===== config.mk =====
export PLATFORM = sky130hd
export DESIGN_NAME = urx_rx_ep_ctrl
export DESIGN_NICKNAME = d
export VERILOG_FILES = /design/src/urx_pkg.sv /design/src/urx_evt_cnt.sv /design/src/urx_rx_ep_ctrl.sv
export SDC_FILE = /design/constraint.sdc
export NUM_CORES = 1
export LEC_CHECK = 0
export BUFFER_PORTS_ARGS = -buffer_cell sky130_fd_sc_hd__clkbuf_2
export CAP_MARGIN = 10
export CORE_ASPECT_RATIO = 0.7
export CORE_MARGIN = 4
export CORE_UTILIZATION = 53
export CTS_CLUSTER_SIZE = 14
export DETAILED_ROUTE_END_ITERATION = 7
export GPL_TIMING_DRIVEN = 0
export PLACE_DENSITY_LB_ADDON = 0.2
export SLEW_MARGIN = 25
export SYNTH_ARGS = -nofsm -noshare
export SYNTH_HDL_FRONTEND = slang
export SYNTH_HIERARCHICAL = 1
export SYNTH_SLANG_ARGS = --single-unit

===== constraint.sdc =====
create_clock -name hclk -period 2.7 [get_ports hclk]
set_input_delay 0.27 -clock hclk [delete_from_list [all_inputs] [get_ports hclk]]
set_output_delay 0.27 -clock hclk [all_outputs]
set_load 0.01 [all_outputs]

===== src/urx_pkg.sv =====
// shared constants and carrier types of the receive endpoint control block
package urx_pkg;

    // register indices as printed, byte address is four times the index
    localparam logic [31:0] MAXP_IDX  = 32'h0000_0114;
    localparam logic [31:0] CSRL_IDX  = 32'h0000_0116;
    localparam logic [31:0] CSRH_IDX  = 32'h0000_0117;
    localparam logic [31:0] CFG_IDX   = 32'h0000_0140;
    localparam logic [31:0] IDX_SCALE = 32'h0000_0004;
    localparam logic [31:0] MAXP_ADDR = MAXP_IDX * IDX_SCALE;
    localparam logic [31:0] CSRL_ADDR = CSRL_IDX * IDX_SCALE;
    localparam logic [31:0] CSRH_ADDR = CSRH_IDX * IDX_SCALE;
    localparam logic [31:0] CFG_ADDR  = CFG_IDX * IDX_SCALE;

    // low control byte fields
    localparam int B_TCLR   = 7;
    localparam int B_STALL  = 6;
    localparam int B_REQ    = 5;
    localparam int B_FLUSH  = 4;
    localparam int B_ERR3   = 3;
    localparam int B_RETRY  = 2;
    localparam int B_FULL   = 1;
    localparam int B_RDY    = 0;
    localparam logic [7:0] CSRL_RST = 8'h00;

    // high control byte fields
    localparam int H_AUTO_READY_CLEAR = 7;
    localparam int H_AUTO_IN_REQUEST  = 6;
    localparam int H_DT      = 1;

    // configuration word fields
    localparam int C_HOST    = 0;
    localparam int C_ISO     = 1;
    localparam int C_NAK_LO  = 8;
    localparam int C_NAK_HI  = 15;

    // widths and limits
    localparam int MAXP_W = 11;
    localparam int CNT_W  = 9;
    localparam logic [CNT_W-1:0] RETRY_LIMIT = 9'h003;
    localparam logic [CNT_W-1:0] CNT_ONE     = 9'h001;
    localparam logic [1:0]       HTRANS_NSEQ = 2'h2;
    localparam logic             HRESP_OKAY  = 1'h0;

    // events from the usb engine, each pulse lasts one cycle
    typedef struct packed {
        logic              rx_pkt;
        logic              rx_crc_err;
        logic              rx_short;
        logic              stall_rcvd;
        logic              stall_sent;
        logic              nak_rcvd;
        logic              no_data;
        logic              toggle_flip;
        logic              unload_done;
        logic [MAXP_W-1:0] unload_len;
        logic              fifo_full;
    } urx_evt_t;

    // controls toward the usb engine
    typedef struct packed {
        logic              in_request;
        logic              send_stall;
        logic              halted;
        logic              flush;
        logic              toggle_clear;
        logic              data_toggle;
        logic              ep_event;
        logic [MAXP_W-1:0] max_payload;
    } urx_ctl_t;

endpackage


===== src/urx_evt_cnt.sv =====
// saturating event counter that pulses once when a limit is reached
`timescale 1ns/1ns
module urx_evt_cnt (
    input  wire logic                     hclk,
    input  wire logic                     hresetn,
    input  wire logic                     clear,
    input  wire logic                     inc,
    input  wire logic [urx_pkg::CNT_W-1:0] limit,
    output logic                          hit
);

    logic [urx_pkg::CNT_W-1:0] cnt_r;
    logic [urx_pkg::CNT_W-1:0] cnt_nxt;
    logic                      done_r;
    logic                      done_nxt;
    logic [urx_pkg::CNT_W-1:0] cnt_inc;

    // a zero limit never fires; a hit in the cycle of a clear still gets out
    always_comb begin
        cnt_inc  = cnt_r + urx_pkg::CNT_ONE;
        hit      = inc & ~done_r & (limit != '0) & (cnt_inc == limit); // RQ20
        cnt_nxt  = cnt_r;
        done_nxt = done_r;
        if (clear) begin
            cnt_nxt  = '0;
            done_nxt = 1'b0;
        end else if (inc && !done_r) begin
            cnt_nxt  = cnt_inc;
            done_nxt = hit;
        end
    end

    // count state registers
    always_ff @(posedge hclk or negedge hresetn) begin
        if (!hresetn) begin
            cnt_r  <= '0;
            done_r <= 1'b0;
        end else begin
            cnt_r  <= cnt_nxt;
            done_r <= done_nxt;
        end
    end

endmodule


===== src/urx_rx_ep_ctrl.sv =====
// receive endpoint control and status byte with ahb-lite register access
//
// Contract
// RQ1 - writing one to bit 7 resets the receive data toggle, both roles
// RQ2 - host: received STALL sets bit 6 and the endpoint event flag
// RQ3 - host: writing bit 5 requests IN; cleared when packet-ready sets
// RQ4 - writing bit 4 drops next packet, resets pointer, clears packet-ready
// RQ5 - double-buffered FIFO may need the discard command issued twice
// RQ6 - software discards only while packet-ready is set
// RQ7 - isochronous: bit 3 flags crc or stuff error, cleared with ready
// RQ8 - bulk host: bit 3 set and endpoint halted past the NAK limit
// RQ9 - host: three attempts without data set bit 2 and event flag
// RQ10 - bit 2 reads zero on an isochronous endpoint
// RQ11 - bit 1 is a read-only FIFO full indication
// RQ12 - received data packet sets bit 0 and the endpoint event flag
// RQ13 - auto-clear drops packet-ready after a full max-payload unload
// RQ14 - software clears packet-ready by hand otherwise
// RQ15 - device: transmitted STALL sets bit 6, software clears it
// RQ16 - device: bit 5 makes the endpoint STALL until software clears it
// RQ17 - send-stall has no effect on an isochronous endpoint
// RQ18 - the low control byte is eight bits and resets to zero
// RQ19 - auto-request sets the IN request whenever packet-ready clears
// RQ20 - a hardware set beats a simultaneous software clear
//
// Register access over AHB-Lite is this design's own decision.
`timescale 1ns/1ns
module urx_rx_ep_ctrl (
    input  wire logic             hclk,
    input  wire logic             hresetn,
    input  wire logic             hsel,
    input  wire logic [31:0]      haddr,
    input  wire logic [1:0]       htrans,
    input  wire logic             hwrite,
    input  wire logic [2:0]       hsize,
    input  wire logic [31:0]      hwdata,
    input  wire logic             hready,
    output logic                  hreadyout,
    output logic                  hresp,
    output logic [31:0]           hrdata,
    input  wire urx_pkg::urx_evt_t evt,
    output urx_pkg::urx_ctl_t     ctl
);

    // bus state
    logic        wr_pend_r;
    logic        wr_pend_nxt;
    logic [31:0] waddr_r;
    logic [31:0] waddr_nxt;
    logic [31:0] rdata_r;
    logic [31:0] rdata_nxt;
    logic        sel_ok;

    // register state
    logic [7:0]                  csrl_r;
    logic [7:0]                  csrl_nxt;
    logic                        auto_ready_clear_r;
    logic                        auto_ready_clear_nxt;
    logic                        auto_in_request_r;
    logic                        auto_in_request_nxt;
    logic                        dt_r;
    logic                        dt_nxt;
    logic [urx_pkg::MAXP_W-1:0]  maxp_r;
    logic [urx_pkg::MAXP_W-1:0]  maxp_nxt;
    logic                        host_r;
    logic                        host_nxt;
    logic                        iso_r;
    logic                        iso_nxt;
    logic [7:0]                  naklim_r;
    logic [7:0]                  naklim_nxt;

    // command pulses toward the engine
    logic flush_r;
    logic flush_nxt;
    logic tclr_r;
    logic tclr_nxt;
    logic epev_r;
    logic epev_nxt;

    // decoded write strobes and helper terms
    logic                     we_csrl;
    logic                     we_csrh;
    logic                     we_maxp;
    logic                     we_cfg;
    logic [7:0]               wd;
    logic                     rdy_set;
    logic                     rdy_clr;
    logic                     rdy_fall;
    logic                     auto_clr;
    logic                     stall_set;
    logic                     err3_set;
    logic                     retry_set;
    logic                     nak_hit;
    logic                     retry_hit;
    logic                     nak_inc;
    logic                     nak_clear;
    logic                     retry_inc;
    logic                     retry_clear;
    logic [urx_pkg::CNT_W-1:0] nak_limit;

    // true when the given address, of a read in address phase or a write in data phase, equals the given byte address
    function automatic logic hit_addr(input logic [31:0] a, input logic [31:0] ref_a);
        hit_addr = (a == ref_a);
    endfunction

    // low byte as software sees it, command bits read back as zero
    function automatic logic [7:0] csrl_view(input logic [7:0] c,
                                             input logic       iso,
                                             input logic       full);
        logic [7:0] v;
        v                  = c;
        v[urx_pkg::B_TCLR] = 1'b0;
        v[urx_pkg::B_FLUSH] = 1'b0;
        v[urx_pkg::B_FULL] = full; // RQ11
        if (iso) begin
            v[urx_pkg::B_RETRY] = 1'b0; // RQ10
        end
        csrl_view = v;
    endfunction

    // zero-wait slave: always ready, always okay
    // a read right behind a write to the same register returns the old value
    assign hreadyout = 1'b1;
    assign hresp     = urx_pkg::HRESP_OKAY;
    assign hrdata    = rdata_r;
    assign sel_ok    = hsel & hready & (htrans == urx_pkg::HTRANS_NSEQ);

    // address phase capture and read data mux, unmapped reads give zero
    always_comb begin
        wr_pend_nxt = sel_ok & hwrite;
        waddr_nxt   = sel_ok ? haddr : waddr_r;
        rdata_nxt   = rdata_r;
        if (sel_ok && !hwrite) begin
            rdata_nxt = 32'h0000_0000;
            if (hit_addr(haddr, urx_pkg::CSRL_ADDR)) begin
                rdata_nxt[7:0] = csrl_view(csrl_r, iso_r, evt.fifo_full);
            end else if (hit_addr(haddr, urx_pkg::CSRH_ADDR)) begin
                rdata_nxt[urx_pkg::H_AUTO_READY_CLEAR] = auto_ready_clear_r;
                rdata_nxt[urx_pkg::H_AUTO_IN_REQUEST]  = auto_in_request_r;
                rdata_nxt[urx_pkg::H_DT]      = dt_r;
            end else if (hit_addr(haddr, urx_pkg::MAXP_ADDR)) begin
                rdata_nxt[urx_pkg::MAXP_W-1:0] = maxp_r;
            end else if (hit_addr(haddr, urx_pkg::CFG_ADDR)) begin
                rdata_nxt[urx_pkg::C_HOST] = host_r;
                rdata_nxt[urx_pkg::C_ISO]  = iso_r;
                rdata_nxt[urx_pkg::C_NAK_HI:urx_pkg::C_NAK_LO] = naklim_r;
            end
        end
    end

    // write strobes act in the data phase with hwdata
    always_comb begin
        we_csrl = wr_pend_r & hit_addr(waddr_r, urx_pkg::CSRL_ADDR);
        we_csrh = wr_pend_r & hit_addr(waddr_r, urx_pkg::CSRH_ADDR);
        we_maxp = wr_pend_r & hit_addr(waddr_r, urx_pkg::MAXP_ADDR);
        we_cfg  = wr_pend_r & hit_addr(waddr_r, urx_pkg::CFG_ADDR);
        wd      = hwdata[7:0];
    end

    // retry and nak counting only matter for a host on a non-iso endpoint
    always_comb begin
        nak_limit   = {1'b0, naklim_r} + urx_pkg::CNT_ONE;
        nak_inc     = evt.nak_rcvd & host_r & ~iso_r & csrl_r[urx_pkg::B_REQ];
        nak_clear   = evt.rx_pkt | (we_csrl & ~wd[urx_pkg::B_ERR3]);
        retry_inc   = evt.no_data & host_r & ~iso_r;
        retry_clear = evt.rx_pkt | evt.stall_rcvd | (we_csrl & ~wd[urx_pkg::B_RETRY]);
    end

    // nak responses beyond the programmed limit
    urx_evt_cnt u_nak_cnt (
        .hclk    (hclk),
        .hresetn (hresetn),
        .clear   (nak_clear),
        .inc     (nak_inc),
        .limit   (nak_limit),
        .hit     (nak_hit)
    );

    // receive attempts that brought no data
    urx_evt_cnt u_retry_cnt (
        .hclk    (hclk),
        .hresetn (hresetn),
        .clear   (retry_clear),
        .inc     (retry_inc),
        .limit   (urx_pkg::RETRY_LIMIT),
        .hit     (retry_hit)
    );

    // packet-ready: hardware set wins over every clear source
    always_comb begin
        rdy_set  = evt.rx_pkt; // RQ12
        auto_clr = evt.unload_done & auto_ready_clear_r & (evt.unload_len == maxp_r); // RQ13
        rdy_clr  = (we_csrl & ~wd[urx_pkg::B_RDY]) | (we_csrl & wd[urx_pkg::B_FLUSH])
                   | auto_clr; // RQ4
        rdy_fall = csrl_r[urx_pkg::B_RDY] & rdy_clr & ~rdy_set;
    end

    // status set sources by role and transfer type
    always_comb begin
        stall_set = host_r ? evt.stall_rcvd : evt.stall_sent; // RQ2 RQ15
        if (iso_r) begin
            err3_set = evt.rx_pkt & evt.rx_crc_err; // RQ7
        end else begin
            err3_set = nak_hit; // RQ8
        end
        retry_set = retry_hit; // RQ9
    end

    // low control byte next value
    always_comb begin
        csrl_nxt = csrl_r;
        // software writes only clear the sticky flags
        if (we_csrl) begin
            csrl_nxt[urx_pkg::B_STALL] = csrl_r[urx_pkg::B_STALL] & wd[urx_pkg::B_STALL];
            csrl_nxt[urx_pkg::B_ERR3]  = csrl_r[urx_pkg::B_ERR3] & wd[urx_pkg::B_ERR3];
            csrl_nxt[urx_pkg::B_RETRY] = csrl_r[urx_pkg::B_RETRY] & wd[urx_pkg::B_RETRY];
            csrl_nxt[urx_pkg::B_REQ]   = wd[urx_pkg::B_REQ]; // RQ3 RQ16
        end
        csrl_nxt[urx_pkg::B_RDY] = rdy_set | (csrl_r[urx_pkg::B_RDY] & ~rdy_clr); // RQ20
        if (stall_set) begin
            csrl_nxt[urx_pkg::B_STALL] = 1'b1; // RQ20
        end
        // error flag of an iso endpoint follows packet-ready down
        if (iso_r && rdy_fall) begin
            csrl_nxt[urx_pkg::B_ERR3] = 1'b0; // RQ7
        end
        if (err3_set) begin
            csrl_nxt[urx_pkg::B_ERR3] = 1'b1; // RQ20
        end
        if (retry_set) begin
            csrl_nxt[urx_pkg::B_RETRY] = 1'b1; // RQ9
        end
        // in host role bit 5 is the in request, in device role the stall order
        if (host_r) begin
            if (rdy_set) begin
                csrl_nxt[urx_pkg::B_REQ] = 1'b0; // RQ3
            end else if (rdy_fall && auto_in_request_r) begin
                csrl_nxt[urx_pkg::B_REQ] = 1'b1; // RQ19
            end
        end
        csrl_nxt[urx_pkg::B_TCLR]  = 1'b0;
        csrl_nxt[urx_pkg::B_FLUSH] = 1'b0;
        csrl_nxt[urx_pkg::B_FULL]  = 1'b0;
    end

    // high byte, payload size and role configuration
    always_comb begin
        auto_ready_clear_nxt = auto_ready_clear_r;
        auto_in_request_nxt  = auto_in_request_r;
        maxp_nxt    = maxp_r;
        host_nxt    = host_r;
        iso_nxt     = iso_r;
        naklim_nxt  = naklim_r;
        if (we_csrh) begin
            auto_ready_clear_nxt = wd[urx_pkg::H_AUTO_READY_CLEAR];
            auto_in_request_nxt  = wd[urx_pkg::H_AUTO_IN_REQUEST];
        end
        // a short packet ends auto-request, even against a write
        if (evt.rx_pkt && evt.rx_short) begin
            auto_in_request_nxt = 1'b0;
        end
        if (we_maxp) begin
            maxp_nxt = hwdata[urx_pkg::MAXP_W-1:0];
        end
        if (we_cfg) begin
            host_nxt   = hwdata[urx_pkg::C_HOST];
            iso_nxt    = hwdata[urx_pkg::C_ISO];
            naklim_nxt = hwdata[urx_pkg::C_NAK_HI:urx_pkg::C_NAK_LO];
        end
    end

    // data toggle: the reset command beats a flip in the same cycle
    always_comb begin
        tclr_nxt = we_csrl & wd[urx_pkg::B_TCLR]; // RQ1
        if (tclr_nxt) begin
            dt_nxt = 1'b0; // RQ1
        end else if (evt.toggle_flip) begin
            dt_nxt = ~dt_r;
        end else begin
            dt_nxt = dt_r;
        end
        flush_nxt = we_csrl & wd[urx_pkg::B_FLUSH]; // RQ4
        epev_nxt  = rdy_set | (host_r & evt.stall_rcvd) | retry_set; // RQ2 RQ9 RQ12
    end

    // bus phase registers
    always_ff @(posedge hclk or negedge hresetn) begin
        if (!hresetn) begin
            wr_pend_r <= 1'b0;
            waddr_r   <= 32'h0000_0000;
            rdata_r   <= 32'h0000_0000;
        end else begin
            wr_pend_r <= wr_pend_nxt;
            waddr_r   <= waddr_nxt;
            rdata_r   <= rdata_nxt;
        end
    end

    // register state, reset to documented zeros
    always_ff @(posedge hclk or negedge hresetn) begin
        if (!hresetn) begin
            csrl_r    <= urx_pkg::CSRL_RST; // RQ18
            auto_ready_clear_r <= 1'b0;
            auto_in_request_r  <= 1'b0;
            dt_r      <= 1'b0;
            maxp_r    <= '0;
            host_r    <= 1'b0;
            iso_r     <= 1'b0;
            naklim_r  <= 8'h00;
        end else begin
            csrl_r    <= csrl_nxt;
            auto_ready_clear_r <= auto_ready_clear_nxt;
            auto_in_request_r  <= auto_in_request_nxt;
            dt_r      <= dt_nxt;
            maxp_r    <= maxp_nxt;
            host_r    <= host_nxt;
            iso_r     <= iso_nxt;
            naklim_r  <= naklim_nxt;
        end
    end

    // one-cycle command pulses toward the engine
    always_ff @(posedge hclk or negedge hresetn) begin
        if (!hresetn) begin
            flush_r   <= 1'b0;
            tclr_r    <= 1'b0;
            epev_r    <= 1'b0;
        end else begin
            flush_r   <= flush_nxt;
            tclr_r    <= tclr_nxt;
            epev_r    <= epev_nxt;
        end
    end

    // engine controls; a halted non-iso host endpoint stops requesting, an iso crc error does not stop it
    always_comb begin
        ctl.halted       = csrl_r[urx_pkg::B_ERR3] & host_r & ~iso_r; // RQ8
        ctl.in_request   = csrl_r[urx_pkg::B_REQ] & host_r & ~ctl.halted; // RQ3
        ctl.send_stall   = csrl_r[urx_pkg::B_REQ] & ~host_r & ~iso_r; // RQ16 RQ17
        ctl.flush        = flush_r; // RQ4
        ctl.toggle_clear = tclr_r; // RQ1
        ctl.data_toggle  = dt_r;
        ctl.ep_event     = epev_r;
        ctl.max_payload  = maxp_r;
    end

endmodule


# Word level (Yosys, flattened, before mapping)
# Cells that the tools add are included.
dict set report classes {
  n_addsub 3
  bitwise 57
  eq_ne 12
  reduce_logical 17
  mux 37
}
# op n
set ops {}
lappend ops {{32-bit by 11-bit equality test with 1-bit output, second input constant} 8}
lappend ops {{1-bit AND} 38}
lappend ops {{9-bit two-way mux} 4}
lappend ops {{8-bit two-way mux} 4}
lappend ops {{1-bit two-way mux} 20}
lappend ops {{9-bit by 1-bit adder with 9-bit output, second input constant} 2}
lappend ops {{2-bit nonzero test} 6}
lappend ops {{11-bit equality test} 1}
lappend ops {{1-bit NOT} 11}
lappend ops {{2-bit two-way mux} 5}
lappend ops {{8-bit by 1-bit adder with 9-bit output, second input constant} 1}
lappend ops {{9-bit by 2-bit equality test with 1-bit output, second input constant} 1}
lappend ops {{9-bit equality test} 1}
lappend ops {{9-bit nonzero test} 1}
lappend ops {{1-bit bitwise OR} 8}
lappend ops {{1-bit logical AND} 6}
lappend ops {{6-bit two-way mux} 1}
lappend ops {{5-bit two-way mux} 1}
lappend ops {{4-bit two-way mux} 1}
lappend ops {{1-bit logical NOT} 3}
lappend ops {{3-bit two-way mux} 1}
lappend ops {{3-bit nonzero test} 1}
lappend ops {{2-bit equality test, second input constant} 1}
dict set report word_totals {
  in_bits 95
  reg_bits 101
  output_inout_bits 52
}

# Logic depth before layout (Yosys ltp)
# Gate-level depths: netlist of run 1.
dict set report logic_depth {
  word_depth 11
  mapped_depth 11
}

# Modules after synthesis
# The synthesis of run 1 kept the hierarchy.
# mod instances area_per_inst_um2 cells_per_inst
set by_module_without_submodules {}
lappend by_module_without_submodules {urx_rx_ep_ctrl 1 3971.3 334}
lappend by_module_without_submodules {urx_evt_cnt 2 754.5 85}

# Worst setup path after synthesis of run 1
# No wires, ideal clock.
dict set report synth_path {
  path_kind {register to register}
  start {reg waddr_r[24]}
  end {reg iso_r}
  slack_ps 511
  n_path_buf 1
  path_stages_with_launch 7
  arrival_time_ps 2064
  period_less_slack_ps 2189
  setup_ps 125
  required_time_ps 2575
  path_cell_list {dfrtp_1 -> or4_4 -> nor4_4 -> nand3_2 -> nor4b_2 -> buf_6 -> mux2_4}
}
dict set report synth_via {
  elab_chain_len 2
}
# item line_no
set synth_lines {}
lappend synth_lines {{start: declaration} urx_rx_ep_ctrl.sv:47} ;# logic [31:0] waddr_r;
lappend synth_lines {{start signal: assignment} urx_rx_ep_ctrl.sv:293} ;# waddr_r <= waddr_nxt;
lappend synth_lines {{32-bit by 11-bit equality test with 1-bit output} urx_rx_ep_ctrl.sv:102} ;# hit_addr = (a == ref_a);
lappend synth_lines {{1-bit AND} urx_rx_ep_ctrl.sv:155} ;# we_cfg = wr_pend_r & hit_addr(waddr_r, urx_pkg::CFG_ADDR);
lappend synth_lines {{end signal: assignment} urx_rx_ep_ctrl.sv:316} ;# iso_r <= iso_nxt;
lappend synth_lines {{end: declaration} urx_rx_ep_ctrl.sv:66} ;# logic iso_r;
# No other way between the ends.
# A chain may end at the register's enable or synchronous reset.

# Final worst setup path of run 1
dict set report layout_path {
  start {reg waddr_r[13]}
  end {reg u_retry_cnt.done_r}
}
dict set report layout_via {
  elab_chain_len 5
}
# item line_no
set layout_lines {}
lappend layout_lines {{32-bit by 11-bit equality test with 1-bit output (*)} urx_rx_ep_ctrl.sv:102}
lappend layout_lines {{1-bit AND (*)} urx_rx_ep_ctrl.sv:152} ;# we_csrl = wr_pend_r & hit_addr(waddr_r, urx_pkg::CSRL_ADDR);
lappend layout_lines {{1-bit AND (*)} urx_rx_ep_ctrl.sv:165} ;# retry_clear = evt.rx_pkt | evt.stall_rcvd | (we_csrl & ~wd[urx_pkg::B_RETRY]);
lappend layout_lines {{1-bit bitwise OR (*)} urx_rx_ep_ctrl.sv:165}
lappend layout_lines {{net retry_clear} urx_rx_ep_ctrl.sv:97} ;# logic retry_clear;
lappend layout_lines {{1-bit two-way mux / 2-bit nonzero test (equally long branches)} --}
lappend layout_lines {{end signal: assignment} urx_evt_cnt.sv:40} ;# done_r <= done_nxt;
lappend layout_lines {{end: declaration} urx_evt_cnt.sv:14} ;# logic done_r;
# The timed path passes the listed nets; every way through them passes the cells marked *.

==> qor.csv, run 1 <==
stage;metric;value;unit
drt;drt_iter0_markers;281;
power_and_ir_drop;p_leak;3.22;nW
cells_and_area;fillCellCount;840;
setup_path;critPathKind;reg2reg;
synth;syn_area_per_cell;10.9;sq um
synth;synth_top_area_share;46.1;%
timing;min_period;2.51;ns
floorplan;dieWidth;130;um
global_routing;grt_use_met1;34.1;%
drt;wl;13800;um
power_and_ir_drop;vdd_drop_max;0.000351;V
timing;maxSlewViolCount;0;
worst_hold_path;worstHoldPathType;in2reg;
clock_tree;cts_buffer_depth;2;
synth;synth_ff_type;dfrtp_1;
clock_tree;ctsHtreeMaxLevel;3;
synth;async_flop_share;100;%
setup_path;crit_path_start_kind;flip-flop;
drt;drc;0;
floorplan;core_area;9870;sq um
setup_path;cp.arrival;2.74;ns
setup_path;critical_path.max_fanout;10;
global_routing;grt_pass1_vias;4403;
timing;finalSetupViolCount;0;
worst_hold_path;hold_depth;2;
synth;yosys-top-cells-area;dfrtp_1 46%, mux2_2 8.8%, xor2_1 5.0%, xnor2_1 3.7%, buf_4 3.3%;
floorplan;start_util;55.5;%
setup_path;reg2reg_slack;0.19;ns
timing;slew_headroom;47.1;%
clock_tree;clkTransAtPathRegs;0.07;ns
timing;max_freq;398;MHz
synth;seq_area_frac_synth;46.1;%
timing;fin_skew;0.00720;ns
global_routing;grt_overflow;0;
power_and_ir_drop;pwr_density_cell;511;nW/um^2
global_routing;groute.usage.overall;24.1;%
synth;syn_inst;504;
placed_design;hpwl;10700;um
outcome;status;complete, no violations;
setup_path;timing.rr.start;waddr_r[13];
clock_tree;clk_latency;0.34;ns
clock_tree;cts_sinks;101;
cells_and_area;syn_to_final_growth;21.1;%
global_routing;grt_util_met2;36.6;%
setup_path;crit_end;u_retry_cnt/done_r;
floorplan;num_rows;30;
drt;drtPass1Iterations;4;
timing;hold_violations;0;
global_routing;use_met3;5.94;%
run;maxCapViolCount;0;
global_routing;grt_first_pass_wirelength;22700;um
synth;synth_edf_count;0;
timing;post-route-period-util;93.1;%
clock_tree;cts_tree;done;
synth;synth_seq_cells;101;
placed_design;place_congestion;0.881;
cells_and_area;stdcell_count;790;
synth;synthDistinctLibCells;54;
clock_tree;root_buffer;clkbuf_16;
timing;rsz0062_at_grt;false;
cells_and_area;antenna_cells;0;
floorplan;dieHeight;93.1;um
drt;detail-route-antenna-nets;0;
setup_path;r2r_cells;6;
synth;synth_area_leader_cell;dfrtp_1;
cells_and_area;drive_above_1_share;34.0;%
clock_tree;cts_buffers;9;
global_routing;grt_max_degree;60;
setup_path;r2r_end;u_retry_cnt/done_r;
drt;vias_per_cell;5.46;
cells_and_area;final_nets;756;
timing;final.setup.tns;0;ns
floorplan;die_area;12100;sq um
drt;wl_per_cell;17.5;um
cells_and_area;fin_util;67.2;%
global_routing;grt_antenna_before_repair;0;
timing;worstMarginPinSlew;0.788;ns
placed_design;port_buffers;108;
global_routing;grt.busiest_layer;met2;
drt;vias;4317;
setup_path;setup.worst_path.start;waddr_r[13];
synth;yosys_warnings;6;
floorplan;ioPinCount;147;
placed_design;place_inst;774;
setup_path;crit_required;2.93;ns
synth;synth_area;5480;sq um
setup_path;cp-end-kind;flip-flop;
area by class of cell:
class	count	area [sq um]	area share, %
multi-input cells	386	2790	42.1
flip-flops and latches	101	2530	38.1
repair buffers	110	587	8.84
plain buffers	38	244	3.68
clock buffers	12	236	3.56
well taps	128	160	2.41
clock inverters	3	46.3	0.697
inverters	12	45.0	0.678
worst max-delay path: stages (launching register included):
cell	delay (ns)
dfrtp_1	0.39
or4_4	0.57
nor4_1	0.50
nand3_2	0.30
o21ai_0	0.26
buf_2	0.27
o41ai_2	0.11
worst min-delay path by stage:
stage / startpoint / endpoint / slack, ns
CTS: evt[18] / auto_in_request_r / 0.09
global route: evt[18] / auto_in_request_r / 0.11
floorplan: hresetn / auto_in_request_r / -0.03
finish: evt[18] / auto_in_request_r / 0.09
detailed placement: hresetn / waddr_r[13] / 0.22
global placement: evt[18] / auto_in_request_r / 0.46
placed cells by master, fill, tap and decap left out, types with 13 or more instances in the layout:
cell and n:
buf_4 24, clkbuf_1 13, clkbuf_2 107, conb_1 35
dfrtp_1 101, mux2_2 43, nand2_1 36, nand3_1 19
nor2_1 39, o21ai_0 17, xnor2_1 23, xor2_1 31
cells in the mapped netlist, types with 3 or more instances:
cell type	n
buf_2	3
nor2_1	39
nand3_2	3
or4_1	3
nand3_1	20
mux2_4	9
nor3_1	10
nand4b_1	3
nand4_1	7
xnor2_1	23
o21ai_0	17
dfrtp_1	101
nand2_1	36
mux2i_1	10
or4_4	3
nand2b_1	5
buf_4	24
or3_1	3
a22o_1	8
xor2_1	31
inv_1	12
clkbuf_1	10
a21oi_1	10
nor4_2	3
a211o_1	4
a22oi_1	3
and3_1	8
ha_1	3
nor4_1	12
o41ai_2	4
mux2_2	43
metrics by stage:
step	power, W	instance area, sq um	hold slack [ns]	setup WS, ns
final	0.00339	6640	0.0942	0.186
after global routing	0.00352	6640	0.110	0.0239
after CTS	0.00341	6630	0.0890	0.162
after detailed placement	0.00214	6340	0.222	0.172
after global placement	0.00211	6300	0.456	0.0629
after floorplan	0.00196	5600	-0.0256	0.511
cell families after synthesis:
family | after synthesis | share of synthesized area, %
other | 2 | 0.137
AND/OR/NAND/NOR | 174 | 18.3
AO/OA/AOI/OAI | 58 | 7.74
multiplexers | 62 | 13.1
flip-flops | 101 | 46.1
buffers and inverters | 50 | 5.27
adder cells (fa/ha/maj) | 3 | 0.685
XOR/XNOR | 54 | 8.63
registers in the layout, summed over array words and instances, names as in the netlist:
name,cells
waddr_r,32
hrdata,16
maxp_r,11
u_nak_cnt/cnt_r,9
u_retry_cnt/cnt_r,9
naklim_r,8
csrl_r,5
auto_in_request_r,1
auto_ready_clear_r,1
dt_r,1
epev_r,1
flush_r,1
host_r,1
iso_r,1
tclr_r,1
u_nak_cnt/done_r,1
u_retry_cnt/done_r,1
wr_pend_r,1
routing by layer:
layer  up-vias  wire (um)
li1       2040          -
met1      2094       6370
met2       159       6200
met3        24        978
met4         0        266
met5         -          0
power breakdown:
part	total (W)	internal (W)	leakage, nW	switching (W)
clock	0.00128	0.000719	0.133	0.000559
sequential	0.00172	0.00163	1.32	0.0000867
combinational	0.000397	0.000210	1.76	0.000187
repair_timing:
action	CTS	global route
hold buffers	1	0
gates resized for setup	0	1
setup endpoints to repair	0	20
endpoints found under the hold margin	42	0
buffers inserted	0	0
(Power assumes the default switching activity.)
==> run 2, diff against run 1 <==
- GPL_TIMING_DRIVEN: 0 -> unset
==> run 2 against run 1 <==
  * Register-to-register slack worse by 0.03 ns
  * Die area unchanged
  * Critical path depth rose by 1
  * Clock skew grew 0.0020 ns
  * Flip-flop and latch count unchanged
  * Final area down 2.4%
  * Core utilization is 1.6 points lower
  * Worst hold slack worse by 0.0067 ns
  * Non-clock buffer count is 27 lower
  * Clock-buffer cell count is 3 lower
  * Clock power grew 5%
  * Highest routed layer unchanged
==> qor.csv, run 2 (synthesis gave the netlist of run 1 again) <==
stage;metric;value;unit;change
global_routing;grt_overflow;0;;unchanged
floorplan;die_area;12100;sq um;unchanged
worst_hold_path;min_from;evt[18];;
timing;slew_headroom;65.1;%;+18 points
drt;wl;13500;um;-2.0%
global_routing;grt_max_degree;63;;+5.0%
power_and_ir_drop;p_leak;3.12;nW;-2.9%
cells_and_area;mostFrequentLayoutCell;clkbuf_2;;
cells_and_area;final_area;6480;sq um;-2.4%
clock_tree;cts_buffers;9;;unchanged
timing;min_period;2.54;ns;+0.0269 ns
timing;hold_violations;0;;unchanged
setup_path;cp.depth;7;;+1
setup_path;r2r_cells;7;;+1
setup_path;cp.arrival;2.77;ns;+0.03 ns
cells_and_area;final_cell_mix;108 x clkbuf_2, 101 x dfrtp_1, 43 x mux2_2;;
cells_and_area;syn_to_final_growth;18.2;%;
clock_tree;clk_latency;0.35;ns;about the same
setup_path;cpPeakStageDelay;0.56;ns;about the same
power_and_ir_drop;pwr_density_cell;528;nW/um^2;+3.3%
clock_tree;cts_resized;0;;unchanged
timing;rsz0062_at_grt;false;;
clock_tree;cts_tree;done;;
timing;max_freq;394;MHz;-1.1%
worst_hold_path;worstHoldPathType;in2reg;;
power_and_ir_drop;vdd_drop_max;0.000377;V;+7.5%
clock_tree;root_buffer;clkbuf_16;;
cells_and_area;fillCellCount;803;;-4.4%
drt;drt_iter0_markers;253;;-10%
setup_path;cp-end-kind;flip-flop;;
global_routing;grt_antenna_before_repair;0;;unchanged
floorplan;ioPinCount;147;;unchanged
drt;vias;4224;;-2.2%
cells_and_area;drive_above_1_share;33.1;%;-0.92 points
drt;vias_per_cell;5.54;;+1.3%
placed_design;port_buffers;109;;+0.93%
setup_path;crit_required;2.93;ns;about the same
global_routing;groute.usage.overall;23.9;%;-0.18 points
power_and_ir_drop;p_total;0.00342;W;+0.85%
floorplan;dieWidth;130;um;unchanged
setup_path;reg2reg_slack;0.16;ns;-0.03 ns
global_routing;grt_pass1_vias;4330;;-1.7%
setup_path;timing.rr.start;waddr_r[13];;
cells_and_area;final_nets;729;;-3.6%
clock_tree;cts_sinks;101;;unchanged
cells_and_area;largest_reg_flops;32;;unchanged
run;maxCapViolCount;0;;unchanged
clock_tree;hold_buffers;1;;unchanged
timing;final.setup.tns;0;ns;unchanged
drt;detail-route-antenna-nets;0;;unchanged
setup_path;crit_chain;or4_4 > nor4_1 > nand3_1 > o21ai_0 > buf_4 > or2b_1 > o41ai_2;;
outcome;status;complete, no violations;;
cells_and_area;multi_input_area;2790;sq um;-0.18%
timing;post-route-period-util;94.1;%;+1.0 points
clock_tree;cts_setup_buffers;0;;unchanged
setup_path;path_delay_family;simple AND/OR/NAND/NOR gates;;
drt;wl_per_cell;17.7;um;+1.4%
cells_and_area;antenna_cells;0;;unchanged
floorplan;dieHeight;93.1;um;unchanged
setup_path;critical_path.max_fanout;11;;+1
cells_and_area;regMostFlops;waddr_r;;
setup_path;crit_end;u_retry_cnt/done_r;;
drt;drtPass1Iterations;4;;unchanged
timing;worstMarginPinSlew;0.519;ns;-0.269 ns
placed_design;place_congestion;0.862;;-2.1%
placed_design;placed_cell_area;6160;sq um;-2.8%
cells_and_area;fin_util;65.6;%;-1.6 points
setup_path;r2r_end;u_retry_cnt/done_r;;
timing;layout_setup_ws;0.159;ns;-0.0269 ns
timing;maxSlewViolCount;0;;unchanged
timing;finalSetupViolCount;0;;unchanged
setup_path;critPathKind;reg2reg;;
setup_path;crit_slowest_cell;or4_4;;
placed_design;dpl_worst_slack;0.203;ns;+0.0312 ns
setup_path;crit_path_start_kind;flip-flop;;
floorplan;start_util;55.5;%;unchanged
setup_path;setup.worst_path.start;waddr_r[13];;
cells_and_area;final-seq-area;2530;sq um;unchanged
clock_tree;ctsHtreeMaxLevel;3;;unchanged
floorplan;num_rows;30;;unchanged
floorplan;core_area;9870;sq um;unchanged
clock_tree;clkTransAtPathRegs;0.07;ns;about the same
drt;drc;0;;unchanged
clock_tree;cts_buffer_depth;2;;unchanged
placed_design;hpwl;10600;um;-1.3%
global_routing;grt_first_pass_wirelength;22300;um;-2.0%
setup_path;worstPathBufferInverterCount;1;;unchanged
timing;fin_skew;0.00915;ns;+0.00196 ns
run 2: power breakdown:
group	switching, W	internal (W)	total, W
clock network	0.000606	0.000736	0.00134
registers	0.0000843	0.00163	0.00171
logic	0.000182	0.000183	0.000365
run 2: final cells by class:
type,instances,share of cell area [%]
inverters,12,0.695
clock inverters,6,1.26
flip-flops and latches,101,39.0
clock buffers,9,3.48
multi-input cells,386,43.0
well taps,128,2.47
repair buffers,121,10.1
run 2: worst min-delay path by stage:
stage	to	slack (ns)	cells after the start
after floorplan	auto_in_request_r	-0.03	0
after global placement	waddr_r[11]	0.28	1
after detailed placement	waddr_r[14]	0.28	1
after CTS	auto_in_request_r	0.07	2
after global routing	auto_in_request_r	0.1	2
final	auto_in_request_r	0.09	2
run 2: metal layers:
layer  up-vias  global-route usage, %  share of wire [%]
met5         -                      0                  0
met3        16                   7.53                7.2
met2       129                   35.7                 45
met4         0                   5.28                1.4
li1       1980                      -                  -
met1      2099                   34.5                 46
run 2: per-stage QoR:
stage               hold slack (ns)  std cells
finish                       0.0876        763
global route                 0.0958        763
floorplan                   -0.0256        537
detailed placement            0.280        747
global placement              0.276        747
CTS                          0.0748        763
run 2: worst register-to-register path, cell delays in order, from the launching register on:
cell     delay, ns
dfrtp_1       0.38
or4_4         0.56
nor4_1        0.45
nand3_1       0.36
o21ai_0       0.25
buf_4         0.22
or2b_1        0.14
o41ai_2       0.06
==> run 3, diff against run 2 <==
- SYNTH_HIERARCHICAL: 1 -> unset
==> run 3 against run 2 <==
  * Combinational power decreased by 2%
  * Maximum frequency is 2.6% higher
  * Clock-buffer cell count rose by 1
  * First-iteration DRC count is 55% higher
  * Clock skew fell by 0.0044 ns
  * Critical path type unchanged
  * Largest power group unchanged
==> qor.csv, run 3 <==
stage;metric;value;unit;change
global_routing;grt_antenna_before_repair;0;;unchanged
synth;syn_inst;494;;-2.0%
synth;yosys-top-cells-area;dfrtp_1 48%, mux2_2 11%, xor2_1 4.0%, buf_4 3.6%, nor2_1 3.6%;;
power_and_ir_drop;p_sw_share;23.3;%;-2.1 points
drt;drt_iter0_markers;391;;+55%
worst_hold_path;min_from;evt[18];;
setup_path;cp-end-kind;flip-flop;;
synth;synth_area;5270;sq um;-3.9%
global_routing;grt_use_met1;35.8;%;+1.4 points
timing;fin_skew;0.00472;ns;-0.00443 ns
timing;maxSlewViolCount;0;;unchanged
clock_tree;cts_sinks;101;;unchanged
timing;max_freq;404;MHz;+2.6%
power_and_ir_drop;p_leak;3.01;nW;-3.6%
drt;drtPass1Iterations;5;;+1
synth;synth_top_area_share;48.0;%;+1.9 points
clock_tree;ctsHtreeMaxLevel;3;;unchanged
drt;wl_per_cell;18.1;um;+2.2%
power_and_ir_drop;seqPwrFrac;48.2;%;-1.9 points
drt;vias_per_cell;5.68;;+2.7%
setup_path;critical_path.max_fanout;3;;-8
clock_tree;cts_resized;0;;unchanged
floorplan;num_rows;30;;unchanged
setup_path;timing.rr.start;waddr_r[13];;
floorplan;start_util;54.4;%;-1.1 points
setup_path;r2r_end;csrl_r[3];;
setup_path;crit_required;2.94;ns;about the same
run;maxCapViolCount;0;;unchanged
setup_path;reg2reg_slack;0.22;ns;+0.06 ns
drt;wl;13300;um;-1.5%
floorplan;dieWidth;127;um;-1.9%
timing;finalSetupViolCount;0;;unchanged
placed_design;place_congestion;0.917;;+6.4%
power_and_ir_drop;pwr_density_cell;574;nW/um^2;+8.7%
cells_and_area;drive_above_1_share;33.8;%;+0.70 points
setup_path;cp.arrival;2.71;ns;-0.06 ns
setup_path;r2r_cells;6;;-1
synth;async_flop_share;100;%;unchanged
clock_tree;cts_buffers;9;;unchanged
cells_and_area;antenna_cells;0;;unchanged
cells_and_area;mostFrequentLayoutCell;clkbuf_2;;
setup_path;crit_path_start_kind;flip-flop;;
synth;synth_ff_type;dfrtp_1;;
worst_hold_path;hold_depth;2;;unchanged
power_and_ir_drop;vdd_drop_max;0.000347;V;-7.9%
clock_tree;cts_setup_buffers;0;;unchanged
timing;hold_violations;0;;unchanged
clock_tree;root_buffer;clkbuf_16;;
synth;synth_edf_count;0;;unchanged
floorplan;core_area;9680;sq um;-1.9%
placed_design;port_buffers;109;;unchanged
placed_design;hpwl;10200;um;-3.7%
drt;vias;4178;;-1.1%
global_routing;grt_pass1_vias;4023;;-7.1%
drt;drc;0;;unchanged
synth;yosys_warnings;0;;-6
synth;synth_seq_cells;101;;unchanged
global_routing;grt_overflow;0;;unchanged
drt;detail-route-antenna-nets;0;;unchanged
global_routing;use_met3;6.53;%;-1.0 points
timing;slew_headroom;55.3;%;-9.8 points
cells_and_area;final_cell_mix;108 x clkbuf_2, 101 x dfrtp_1, 51 x mux2_2;;
power_and_ir_drop;p_comb_share;9.9;%;-0.8 points
clock_tree;clkTransAtPathRegs;0.07;ns;about the same
timing;final.setup.tns;0;ns;unchanged
power_and_ir_drop;internal_power;0.00275;W;+7.8%
cells_and_area;syn_to_final_growth;18.7;%;
floorplan;dieHeight;91.4;um;-1.8%
global_routing;grt.busiest_layer;met1;;
worst_hold_path;whs_endpoint;auto_in_request_r;;
setup_path;critPathKind;reg2reg;;
floorplan;die_area;11600;sq um;-3.6%
cells_and_area;fin_util;64.5;%;-1.1 points
clock_tree;clk_latency;0.35;ns;about the same
timing;rsz0062_at_grt;false;;
global_routing;grt_first_pass_wirelength;21700;um;-2.7%
timing;post-route-period-util;91.8;%;-2.4 points
synth;synth_most_common_cell;dfrtp_1;;
cells_and_area;largest_reg_flops;32;;unchanged
clock_tree;cts_tree;done;;
outcome;status;complete, no violations;;
synth;seq_area_frac_synth;48.0;%;+1.9 points
synth;ys_top_cells_by_count;101 x dfrtp_1, 51 x mux2_2, 50 x nor2_1, 39 x nand2_1, 25 x buf_4;;
synth;synthDistinctLibCells;64;;+19%
synth;syn_area_per_cell;10.7;sq um;-2.0%
cells_and_area;final_nets;702;;-3.7%
clock_tree;cts_buffer_depth;2;;unchanged
global_routing;grt_max_degree;52;;-17%
synth;synth_area_leader_cell;dfrtp_1;;
cells_and_area;regMostFlops;waddr_r;;
timing;min_period;2.48;ns;-0.0636 ns
power_and_ir_drop;power_frac_clock;41.9;%;+2.7 points
floorplan;ioPinCount;147;;unchanged
global_routing;grt_util_met2;34.3;%;-1.4 points
timing;worstMarginPinSlew;0.671;ns;+0.152 ns
global_routing;groute.usage.overall;24.1;%;+0.17 points
clock_tree;hold_buffers;1;;unchanged
worst_hold_path;worstHoldPathType;in2reg;;
power_and_ir_drop;p_switching;0.000837;W;-4.0%
run 3: layout make-up:
class	instances	area, sq um
Clock buffer	10	239
Clock inverter	5	108
Fill cell	793	3430
Inverter	12	45.0
Multi-Input combinational cell	356	2500
Sequential cell	101	2530
Tap cell	128	160
Timing Repair Buffer	123	668
run 3: power groups by stage:
stage | Sequential [W] | Clock [W] | Combinational (W)
floorplan | 0.00173 | 0 | 0.000222
global placement | 0.00175 | 0 | 0.000343
detailed placement | 0.00176 | 0 | 0.000356
CTS | 0.00173 | 0.00152 | 0.000359
global route | 0.00174 | 0.00160 | 0.000395
finish | 0.00173 | 0.00150 | 0.000356
run 3: kinds of logic (layout without fill, tap and decap cells):
group           count (synthesis)  count (layout)  synth area share, %
mux                            57              57                 12.1
simple gates                  181             181                 18.4
xor+xnor                       45              45                 8.01
compound gates                 51              51                 6.77
fa+ha+maj                       4               4                0.951
other cells                     2              18                0.143
buf+inv                        53             150                 5.61
flops                         101             101                 48.0
run 3: worst max-delay path: stages (launching register included):
cell and delay (ns):
dfrtp_1 0.37, or4b_2 0.72, nor4_4 0.38, o2111ai_1 0.21, a21oi_1 0.30, a21oi_1 0.11
a311o_1 0.27
run 3: per-layer routing:
layer,up-vias,share of wire [%]
met5,-,0
met1,2065,47
met2,166,44
li1,1930,-
met4,0,1.5
met3,17,7.6
run 3: how the worst max path moves through the flow:
stage	from	end	cells past startpoint
2_1_floorplan	waddr_r[13]	maxp_r[10]	5
3_3_place_gp	waddr_r[13]	csrl_r[3]	6
3_5_place_dp	waddr_r[13]	csrl_r[3]	6
4_1_cts	waddr_r[13]	csrl_r[3]	6
5_1_grt	waddr_r[13]	u_retry_cnt.cnt_r[1]	5
6_report	waddr_r[13]	csrl_r[3]	6
run 3: stage by stage:
step	instance area, sq um	power, W	std cells	setup WS [ns]	hold slack, ns
after global routing	6250	0.00374	735	0.100	0.121
after CTS	6250	0.00361	735	0.241	0.121
after global placement	5890	0.00209	719	0.266	0.340
after floorplan	5330	0.00195	510	0.406	-0.0256
after detailed placement	5890	0.00211	719	0.264	0.343
final	6250	0.00359	735	0.223	0.130
